$ cat src/design/pwm_pair_pkg.sv
// constants and carrier types for the pulse-pair compare stage
package pwm_pair_pkg;

  // ----------------------------------------------------------------
  // register map (byte addresses)
  // ----------------------------------------------------------------
  localparam logic [31:0] ADDR_PAIR1_FIRST  = 32'hffff0f94;
  localparam logic [31:0] ADDR_PAIR1_SECOND = 32'hffff0f98;
  localparam logic [31:0] ADDR_PAIR1_THIRD  = 32'hffff0f9c;
  localparam logic [31:0] ADDR_PAIR1_LENGTH = 32'hffff0fa0;
  localparam logic [31:0] ADDR_PAIR2_FIRST  = 32'hffff0fa4;
  localparam logic [31:0] ADDR_PAIR2_SECOND = 32'hffff0fa8;
  localparam logic [31:0] ADDR_PAIR2_THIRD  = 32'h0fff0fac;
  localparam logic [31:0] ADDR_PAIR2_LENGTH = 32'hffff0fb0;
  localparam logic [31:0] ADDR_OUT_STATUS   = 32'hffff0fb4;
  localparam logic [31:0] ADDR_INT_CLEAR    = 32'hffff0fb8;

  // ----------------------------------------------------------------
  // compare slots
  // ----------------------------------------------------------------
  localparam int          CMP_W     = 16;
  localparam int          NUM_CMP   = 8;
  localparam int          NUM_OUT   = 4;
  localparam logic [15:0] REG_RESET = 16'h0000;
  localparam logic [31:0] READ_ZERO = 32'h0000_0000;

  // slot order: pair1 first/second/third/length, pair2 first/second/third/length
  localparam logic [31:0] CMP_ADDR [NUM_CMP] = '{
    ADDR_PAIR1_FIRST, ADDR_PAIR1_SECOND, ADDR_PAIR1_THIRD, ADDR_PAIR1_LENGTH,
    ADDR_PAIR2_FIRST, ADDR_PAIR2_SECOND, ADDR_PAIR2_THIRD, ADDR_PAIR2_LENGTH
  };

  // per output (two, three, four, five): slot that sets and slot that clears
  localparam logic [2:0] SET_SLOT [NUM_OUT] = '{3'h0, 3'h3, 3'h4, 3'h7};
  localparam logic [2:0] CLR_SLOT [NUM_OUT] = '{3'h1, 3'h2, 3'h5, 3'h6};

  // output level bits in the status word
  localparam int OUT_TWO   = 0;
  localparam int OUT_THREE = 1;
  localparam int OUT_FOUR  = 2;
  localparam int OUT_FIVE  = 3;

  // ----------------------------------------------------------------
  // carriers
  // ----------------------------------------------------------------
  typedef struct packed {
    logic        tick;
    logic [15:0] count;
  } timer_type;

  typedef struct packed {
    logic        read;
    logic        write;
    logic [31:0] address;
    logic [31:0] writedata;
    logic [3:0]  byteenable;
  } bus_req_type;

endpackage

$ cat src/design/pwm_pair_compare_outputs.sv
// compare and length stage driving pulse outputs two to five
//
// Added by the designer: register access over Avalon-MM.
`timescale 1ns/1ps
module pwm_pair_compare_outputs (
  // clock, reset and enable
  input  wire logic                   CLK_SYS_I,
  input  wire logic                   RSTN_I,
  input  wire logic                   CE_I,
  // avalon-mm slave
  input  wire pwm_pair_pkg::bus_req_type BUS_I,
  output logic [31:0]                 AVS_READDATA_O,
  output logic                        AVS_WAITREQUEST_O,
  // shared pulse timer
  input  wire pwm_pair_pkg::timer_type TIMER_I,
  // pulse outputs and interrupt acknowledge
  output logic                        PULSE_OUT_TWO_O,
  output logic                        PULSE_OUT_THREE_O,
  output logic                        PULSE_OUT_FOUR_O,
  output logic                        PULSE_OUT_FIVE_O,
  output logic                        INT_CLEAR_O
);

  // ----------------------------------------------------------------
  // functions
  // ----------------------------------------------------------------
  // bit 3 flags a hit, bits 2:0 carry the slot
  function automatic logic [3:0] cmp_slot(input logic [31:0] addr);
    logic [3:0] res;
    res = 4'h0;
    for (int k = 0; k < pwm_pair_pkg::NUM_CMP; k++) begin
      if (addr == pwm_pair_pkg::CMP_ADDR[k]) begin
        res = {1'b1, 3'(k)};
      end
    end
    return res;
  endfunction

  function automatic logic [15:0] merge_lanes(input logic [15:0] old,
                                              input logic [31:0] wd,
                                              input logic [3:0]  be);
    logic [15:0] res;
    res = old;
    if (be[0]) begin
      res[7:0] = wd[7:0];
    end
    if (be[1]) begin
      res[15:8] = wd[15:8];
    end
    return res;
  endfunction

  function automatic logic hit(input logic [15:0] cmp, input pwm_pair_pkg::timer_type t);
    return t.tick && (cmp == t.count);
  endfunction

  // ----------------------------------------------------------------
  // state
  // ----------------------------------------------------------------
  logic [15:0]      cmp [pwm_pair_pkg::NUM_CMP];
  logic [3:0]       out_level;
  logic             busy;
  logic [31:0]      read_word;
  logic             int_clear;
  logic [3:0]       slot;
  logic             req;
  logic             wr_commit;
  logic [3:0]       next_level;

  assign slot      = cmp_slot(BUS_I.address);
  assign req       = BUS_I.read || BUS_I.write;
  assign wr_commit = CE_I && BUS_I.write && !busy;

  // ----------------------------------------------------------------
  // bus handshake
  // ----------------------------------------------------------------
  // every request is answered on its second edge: one cycle to look up,
  // one with waitrequest low; this keeps readdata straight from a flop
  always_ff @(posedge CLK_SYS_I or negedge RSTN_I) begin
    if (!RSTN_I) begin
      busy <= 1'b1;
    end else if (CE_I) begin
      busy <= !(req && busy);
    end
  end

  always_comb begin
    read_word = pwm_pair_pkg::READ_ZERO;
    if (slot[3]) begin
      read_word = {16'h0000, cmp[slot[2:0]]};
    end else if (BUS_I.address == pwm_pair_pkg::ADDR_OUT_STATUS) begin
      read_word = {28'h0000000, out_level};
    end
  end

  always_ff @(posedge CLK_SYS_I or negedge RSTN_I) begin
    if (!RSTN_I) begin
      AVS_READDATA_O <= pwm_pair_pkg::READ_ZERO;
    end else if (CE_I && BUS_I.read && busy) begin
      AVS_READDATA_O <= read_word;
    end
  end

  // ----------------------------------------------------------------
  // compare registers
  // ----------------------------------------------------------------
  always_ff @(posedge CLK_SYS_I or negedge RSTN_I) begin
    if (!RSTN_I) begin
      for (int k = 0; k < pwm_pair_pkg::NUM_CMP; k++) begin
        cmp[k] <= pwm_pair_pkg::REG_RESET;
      end
    end else if (wr_commit && slot[3]) begin
      cmp[slot[2:0]] <= merge_lanes(cmp[slot[2:0]], BUS_I.writedata, BUS_I.byteenable);
    end
  end

  // ----------------------------------------------------------------
  // interrupt acknowledge
  // ----------------------------------------------------------------
  // write data and byte enables are ignored: any write to ADDR_INT_CLEAR acknowledges
  always_ff @(posedge CLK_SYS_I or negedge RSTN_I) begin
    if (!RSTN_I) begin
      int_clear <= 1'b0;
    end else if (CE_I) begin
      int_clear <= wr_commit && (BUS_I.address == pwm_pair_pkg::ADDR_INT_CLEAR);
    end
  end

  // ----------------------------------------------------------------
  // pulse outputs
  // ----------------------------------------------------------------
  // when set and clear match on the same tick the clear wins, so a pulse
  // whose edges are programmed equal stays low instead of glitching high
  always_comb begin
    next_level = out_level;
    for (int k = 0; k < pwm_pair_pkg::NUM_OUT; k++) begin
      if (hit(cmp[pwm_pair_pkg::CLR_SLOT[k]], TIMER_I)) begin
        next_level[k] = 1'b0;
      end else if (hit(cmp[pwm_pair_pkg::SET_SLOT[k]], TIMER_I)) begin
        next_level[k] = 1'b1;
      end
    end
  end

  always_ff @(posedge CLK_SYS_I or negedge RSTN_I) begin
    if (!RSTN_I) begin
      out_level <= 4'h0;
    end else if (CE_I) begin
      out_level <= next_level;
    end
  end

  assign PULSE_OUT_TWO_O   = out_level[pwm_pair_pkg::OUT_TWO];
  assign PULSE_OUT_THREE_O = out_level[pwm_pair_pkg::OUT_THREE];
  assign PULSE_OUT_FOUR_O  = out_level[pwm_pair_pkg::OUT_FOUR];
  assign PULSE_OUT_FIVE_O  = out_level[pwm_pair_pkg::OUT_FIVE];
  assign AVS_WAITREQUEST_O = busy;
  assign INT_CLEAR_O       = int_clear;

  // ----------------------------------------------------------------
  // assertions
  // ----------------------------------------------------------------
  logic tk;
  logic [15:0] cnt;
  assign tk  = CE_I && TIMER_I.tick;
  assign cnt = TIMER_I.count;

  // per-output match flags, gated like the level flop so that a frozen
  // clock enable reads as no match at all
  logic [3:0] set_hit;
  logic [3:0] clr_hit;
  always_comb begin
    set_hit = 4'h0;
    clr_hit = 4'h0;
    for (int k = 0; k < pwm_pair_pkg::NUM_OUT; k++) begin
      set_hit[k] = CE_I && hit(cmp[pwm_pair_pkg::SET_SLOT[k]], TIMER_I);
      clr_hit[k] = CE_I && hit(cmp[pwm_pair_pkg::CLR_SLOT[k]], TIMER_I);
    end
  end
endmodule

$ cat config.mk
export PLATFORM = sky130hd
export DESIGN_NAME = pwm_pair_compare_outputs
export DESIGN_NICKNAME = d
export VERILOG_FILES = /design/src/design/pwm_pair_pkg.sv /design/src/design/pwm_pair_compare_outputs.sv
export SDC_FILE = /design/constraint.sdc
export NUM_CORES = 1
export LEC_CHECK = 0
export BUFFER_PORTS_ARGS = -buffer_cell sky130_fd_sc_hd__clkbuf_2
export CAP_MARGIN = 20
export CORE_MARGIN = 3
export CORE_UTILIZATION = 55
export DETAILED_ROUTE_END_ITERATION = 10
export HOLD_SLACK_MARGIN = 0.06
export PLACE_DENSITY = 0.88
export SYNTH_ARGS = -nofsm -noshare
export SYNTH_HDL_FRONTEND = slang
export SYNTH_SLANG_ARGS = --single-unit
export TNS_END_PERCENT = 50
$ cat constraint.sdc
create_clock -name CLK_SYS_I -period 2.8 [get_ports CLK_SYS_I]
set_clock_uncertainty 0.1 [all_clocks]
set_input_delay 0.84 -clock CLK_SYS_I [delete_from_list [all_inputs] [get_ports CLK_SYS_I]]
set_output_delay 0.84 -clock CLK_SYS_I [all_outputs]
set_load 0.005 [all_outputs]
==> impl_metrics.toml, run 1 <==
[power_and_ir_drop]
leakage_nw = 5.19
power_density_mw_per_mm2 = 435
finalPower_mw = 5.15
irDropWorstVdd_uv = 447

[clock_tree]
cts_buffer_depth = 2
clock_sinks = 150
htreeDepth = 4
cts_hold_buf = 0
cts_tree = "built"
insertion_delay_ps = 430
clk_pin_slew_ps = 60
cts-root-buf = "clkbuf_16"
cts_buffers = 17

[logic_synthesis]
synth_cell_type_count = 73
synth_enable_flop_cells = 0
synth_top_area_share_pct = 40.4
syn-mean-instance-area_um2 = 11.2
synth_cells = 821
seq_area_frac_synth_pct = 40.7
yosys_warnings = 0
synth_seq_cells = 150
synth_top_area_cell = "dfrtp_1"
synth_area_leaders = "dfrtp_1, mux2_2, xnor2_1"
ys.flop_type = "dfrtp_1"
synthArstFlopShare_pct = 100
synth_area_mm2 = 0.00923

[timing]
worst_pin_slew_ps = 685
worst_slack_ps = -327
fmax_mhz = 320
timing.final.crit_period_ps = 3130
finalSetupTns_ps = -33740
report.final.slew_viol_count = 0
final_hold_viol_count = 0
slew_headroom_pct = 54.0
finalCritPeriodShare_pct = 112
final-setup-viol-count = 141
hold_slack_ps = 286
rsz0062_at_grt = "yes"

[placement]
place_inst = 1171
port_buffers = 93
dp_hpwl_mm = 20.4
gp_congestion = 0.956

[run]
drv_cap = 0

[grt]
grt_start_max_net_pins = 61
grt_pass1_vias = 8219
antenna_found_initial = 0
grt_pass1_wl_mm = 47.6
grt_usage_pct = 34.7
grt-ovfl-total = 0

[die]
rows = 46
start_util_pct = 57.1
die-area_mm2 = 0.0184
coreArea_mm2 = 0.0162
die_h_um = 136
die_w_um = 136
ioPinCount = 128

[cells_and_area]
nets = 1084
num_antenna_cells = 0
area_growth_syn_to_layout_pct = 28.3
final_cells = 1221
post-route-util_pct = 73.2
drive_gt1_share_pct = 42.7

[route]
drtAntennaViolNets = 0
wirelength_mm = 32.5
drt_iter0_markers = 928
drtPass1Iterations = 5
vias = 8101
viasPerCell = 6.63
drc = 0
post_drt_wl_per_cell_um = 26.6

[worst_setup_path]
cpPeakStageDelay_ps = 600
timing.critical_path.mode_cell = "buf_6"
worstPathArrival_ps = 3340
worstSetupStartpointType = "input port"
crit_family = "compound AO/OA/AOI/OAI gates"
worstPathRequired_ps = 3020
crit_chain = "buf_6 -> or4b_4 -> buf_6 -> nor2_4 -> a311o_4 -> o21ai_4 -> a221oi_1 -> a31oi_2 -> buf_4 -> mux2_2"
end_kind = "flip-flop"
crit_type = "in -> reg"
cp_max_fo = 8
timing.critical_path.buf_inv = 3
slowest_stage = "or4b_4"

[min_path]
min_path_type = "in -> async"

[run_status]
violations = "negative setup slack"
outcome = "finished, violations left"
[where the power goes]
part | internal, mW | switching (mW) | total, mW | leakage, nW
Sequential | 2.17 | 0.00267 | 2.17 | 2.08
Clock | 1.57 | 0.921 | 2.49 | 0.315
Combinational | 0.187 | 0.301 | 0.488 | 2.79
Total | 3.93 | 1.22 | 5.15 | 5.19
[flip-flops by register name, summed over array words and instances (netlist names)]
| signal | count |
|---|---|
| out_level | 4 |
| cmp | 128 |
| AVS_READDATA_O | 16 |
| INT_CLEAR_O | 1 |
| AVS_WAITREQUEST_O | 1 |
[through the flow]
| stage | cell area, um2 | setup WS (ps) |
|---|---|---|
| after floorplan | 9330 | -429 |
| after global placement | 10600 | -737 |
| after detailed placement | 10600 | -790 |
| after CTS | 11600 | -273 |
| after global routing | 11800 | -409 |
| final | 11800 | -327 |
[Yosys cell counts (all sizes together), types with 18 or more instances]
library cell	count
nor2	33
nand4	28
buf	37
xnor2	121
clkbuf	32
a21oi	28
nand2	54
mux2	115
o21ai	18
dfrtp	149
nor3	24
mux2i	34
a211oi	18
[final cells by class]
type,count,area [um2]
Multi-Input combinational cell,612,5460
Fill cell,960,4330
Sequential cell,150,3750
Timing Repair Buffer,208,1710
Clock buffer,21,480
Tap cell,216,270
Clock inverter,9,149
Inverter,5,18.8
[per-layer routing]
layer | up-vias | global-route usage, % | share of wire [%]
met5 | - | 0 | 0
met4 | 0 | 23.5 | 8.1
met3 | 206 | 9.06 | 12
met2 | 678 | 55.3 | 45
met1 | 3947 | 41.3 | 35
li1 | 3270 | - | -
[kinds of logic after synthesis]
group	synth area share, %
AOI/OAI and AO/OA	13.1
xor gates and xnor gates	12.3
buffers and inverters	4.66
muxes	18.4
other	0.0406
and+or+nand+nor	10.7
DFF	40.7
[path summary, 6_finish.rpt]
check	cells past startpoint	from	to	slack [ps]
max in group asynchronous	2	RSTN_I	AVS_WAITREQUEST_O$_DFFE_PN1P_	1640
hold / removal	1	RSTN_I	cmp[82]$_DFFE_PN0P_	290
setup reg to reg	5	AVS_WAITREQUEST_O$_DFFE_PN1P_	cmp[67]$_DFFE_PN0P_	570
min in group CLK_SYS_I	2	AVS_READDATA_O[11]$_DFFE_PN0P_	AVS_READDATA_O[11]$_DFFE_PN0P_	380
setup / recovery	10	BUS_I[37]	cmp[67]$_DFFE_PN0P_	-330
hold reg to reg	2	AVS_READDATA_O[11]$_DFFE_PN0P_	AVS_READDATA_O[11]$_DFFE_PN0P_	380
[repair_timing]
| item | in CTS | in global routing |
|---|---|---|
| cloned | 0 | 1 |
| pin swaps | 23 | 22 |
| setup buffers | 18 | 4 |
| gates resized for setup | 65 | 36 |
| endpoints found under the setup margin | 142 | 144 |
[cells in the final DEF, fill, tap and decap left out, types with 4 or more instances in the layout]
master     instances
a21oi_1           19
clkbuf_16         18
buf_12            23
buf_4             75
a22oi_1            4
a211oi_1          10
mux2_2            71
nor2_1            31
nand2_2            5
mux2_4            44
bufinv_16          4
xnor2_1          121
clkinv_2           4
nand2_1           49
a21o_1             9
nand3_1           11
nand3b_1           4
mux2i_1           32
xor2_1             9
clkbuf_2          91
a21boi_2           4
nand4_1           28
o21ai_0            7
clkbuf_8           4
o21ai_1            8
nor3_4             6
a211oi_2           6
a21oi_2            8
inv_1              5
dfrtp_1          149
nor3_1            16
a31oi_4            4
a31oi_2            4
conb_1            16
buf_6             17
nor2b_1            6
a221oi_4          11
o22ai_1           10
Note: power is estimated with default switching activity, not from simulation.
==> run 2: changes to the inputs <==
--- a/config.mk
+++ b/config.mk
@@ -8,10 +8,11 @@
 export BUFFER_PORTS_ARGS = -buffer_cell sky130_fd_sc_hd__clkbuf_2
 export CAP_MARGIN = 20
 export CORE_MARGIN = 3
-export CORE_UTILIZATION = 55
+export CORE_UTILIZATION = 50
 export DETAILED_ROUTE_END_ITERATION = 10
+export GPL_ROUTABILITY_DRIVEN = 0
 export HOLD_SLACK_MARGIN = 0.06
-export PLACE_DENSITY = 0.88
+export PLACE_DENSITY = 0.82
 export SYNTH_ARGS = -nofsm -noshare
 export SYNTH_HDL_FRONTEND = slang
 export SYNTH_SLANG_ARGS = --single-unit
==> run 2 against run 1 <==
  * The flow still finishes with violations (negative setup slack)
  * First-iteration DRC count fell by 3.1%
  * Global-route usage fell by 5.5 points
  * Total power fell by 5.1%
  * Routed wire length fell by 8.3%
  * Critical path depth rose by 1
  * Flip-flop and latch count did not move
  * Via count fell by 4.5%
  * Worst hold slack got worse by 73 ps
  * Clock-buffer cell count did not move
  * Die area rose by 9.5%
  * Critical path type unchanged
  * Largest cell class unchanged
==> impl_metrics.toml, run 2 (same netlist as run 1, synthesis figures left out) <==
[worst_setup_path]
reg2regPathDepth = 5
reg2reg_from = "AVS_WAITREQUEST_O$_DFFE_PN1P_"
timing.critical_path.buf_inv = 4
cpPeakStageDelay_ps = 610
cp_max_fo = 12
crit_chain = "buf_6 -> or4b_4 -> a2111o_1 -> buf_12 -> buf_4 -> mux2i_1 -> o22ai_2 -> a21oi_2 -> a21oi_2 -> buf_4 -> mux2_2"
worstSetupStartpointType = "input port"
end_kind = "flip-flop"
r2r_end = "cmp[68]$_DFFE_PN0P_"
reg2reg_slack_ps = 740
worstPathArrival_ps = 3290
worstPathRequired_ps = 3010
crit_type = "in -> reg"
slowest_stage = "or4b_4"
crit_family = "compound AO/OA/AOI/OAI gates"

[clock_tree]
htreeDepth = 4
cts_hold_buf = 0
cts-root-buf = "clkbuf_16"
cts_buffers = 17
clk_pin_slew_ps = 60
cts_tree = "built"
clock_sinks = 150
cts_buffer_depth = 2
insertion_delay_ps = 440

[grt]
antenna_found_initial = 1
grt_usage_pct = 29.2
grt_start_max_net_pins = 54
grt_pass1_vias = 7894
grt_pass1_wl_mm = 44.3
grt-ovfl-total = 0

[min_path]
min_path_type = "in -> async"

[route]
viasPerCell = 6.29
drtPass1Iterations = 7
drtAntennaViolNets = 0
drt_iter0_markers = 899
vias = 7740
drc = 0
wirelength_mm = 29.8
post_drt_wl_per_cell_um = 24.2

[timing]
worst_pin_slew_ps = 714
slew_headroom_pct = 52.3
final_hold_viol_count = 0
finalCritPeriodShare_pct = 110
rsz0062_at_grt = "yes"
worst_slack_ps = -277
timing.final.crit_period_ps = 3080
final-setup-viol-count = 135
report.final.slew_viol_count = 0
finalSetupTns_ps = -26570
fmax_mhz = 325

[die]
ioPinCount = 128
start_util_pct = 51.2
rows = 49
die_w_um = 142
die-area_mm2 = 0.0201
die_h_um = 142
coreArea_mm2 = 0.0180

[cells_and_area]
final_common_cell = "dfrtp_1"
drive_gt1_share_pct = 42.6
layout_common_cells = "dfrtp_1, xnor2_1, clkbuf_2"
largestRegisters = "cmp: 128 flops, AVS_READDATA_O: 16 flops, out_level: 4 flops"
area_growth_syn_to_layout_pct = 24.9
post-route-util_pct = 63.9
num_antenna_cells = 0
largest_register_ffs = 128
top_register = "cmp"
nets = 1080

[run_status]
outcome = "finished, violations left"
violations = "negative setup slack"

[placement]
port_buffers = 93
dp_slack_ps = -811
dp_hpwl_mm = 20.7

[power_and_ir_drop]
irDropWorstVdd_uv = 440
power_density_mw_per_mm2 = 424
finalPower_mw = 4.89
leakage_nw = 5.06

[run]
drv_cap = 0
-- run 2: cell count changes in the layout (fill, tap and decap cells not counted), moves of 7 or more --
cell	before	now
mux2_2	71	87
mux2_4	44	28
buf_4	75	84
buf_12	23	15
o21ai_1	8	1
-- run 2: worst max path at each step --
stage / startpoint / endpoint / slack, ps / cells after the start
floorplan: BUS_I[37] / cmp[23]$_DFFE_PN0P_ / -430 / 9
global placement: BUS_I[37] / cmp[44]$_DFFE_PN0P_ / -750 / 9
detailed placement: BUS_I[37] / cmp[44]$_DFFE_PN0P_ / -810 / 9
CTS: BUS_I[42] / cmp[101]$_DFFE_PN0P_ / -240 / 9
global route: BUS_I[37] / cmp[94]$_DFFE_PN0P_ / -340 / 11
finish: BUS_I[37] / cmp[62]$_DFFE_PN0P_ / -280 / 11
-- run 2: what timing repair did --
item	CTS	global route
endpoints found under the setup margin	144	144
cloned	1	0
pin swaps	15	14
resized for setup	22	54
buffers inserted	6	5
-- run 2: cell type report --
cell class                      count  area, um2
Fill cell                        1306       6500
Multi-Input combinational cell    612       5360
Sequential cell                   150       3750
Timing Repair Buffer              204       1540
Clock buffer                       21        460
Tap cell                          229        287
Clock inverter                     10        105
Inverter                            5       18.8
-- run 2: where the power goes --
group          total, mW  internal, mW  switching, mW
combinational      0.471         0.182          0.289
sequential          2.17          2.17        0.00235
clock               2.25          1.34          0.904
-- run 2: stage by stage --
stage | hold WS, ps | instances | instance area, um2
3_5_place_dp | 373 | 1189 | 10600
2_1_floorplan | 373 | 836 | 9330
6_report | 213 | 1231 | 11500
4_1_cts | 226 | 1227 | 11300
3_3_place_gp | 365 | 1189 | 10600
5_1_grt | 233 | 1231 | 11500
-- run 2: layer usage --
metal,global-route usage [%],up-vias,share of wire [%]
li1,-,3276,-
met1,36.0,3832,38
met2,45.4,502,47
met3,7.04,128,9.2
met4,19.7,2,6.6
met5,0,-,0.030
-- run 2: worst register-to-register path, cell delays in order (launching register included) --
cell and delay (ps):
dfstp_2 380, nand3b_1 230, or2_4 370, nor3_4 280, buf_12 210, mux2_2 360
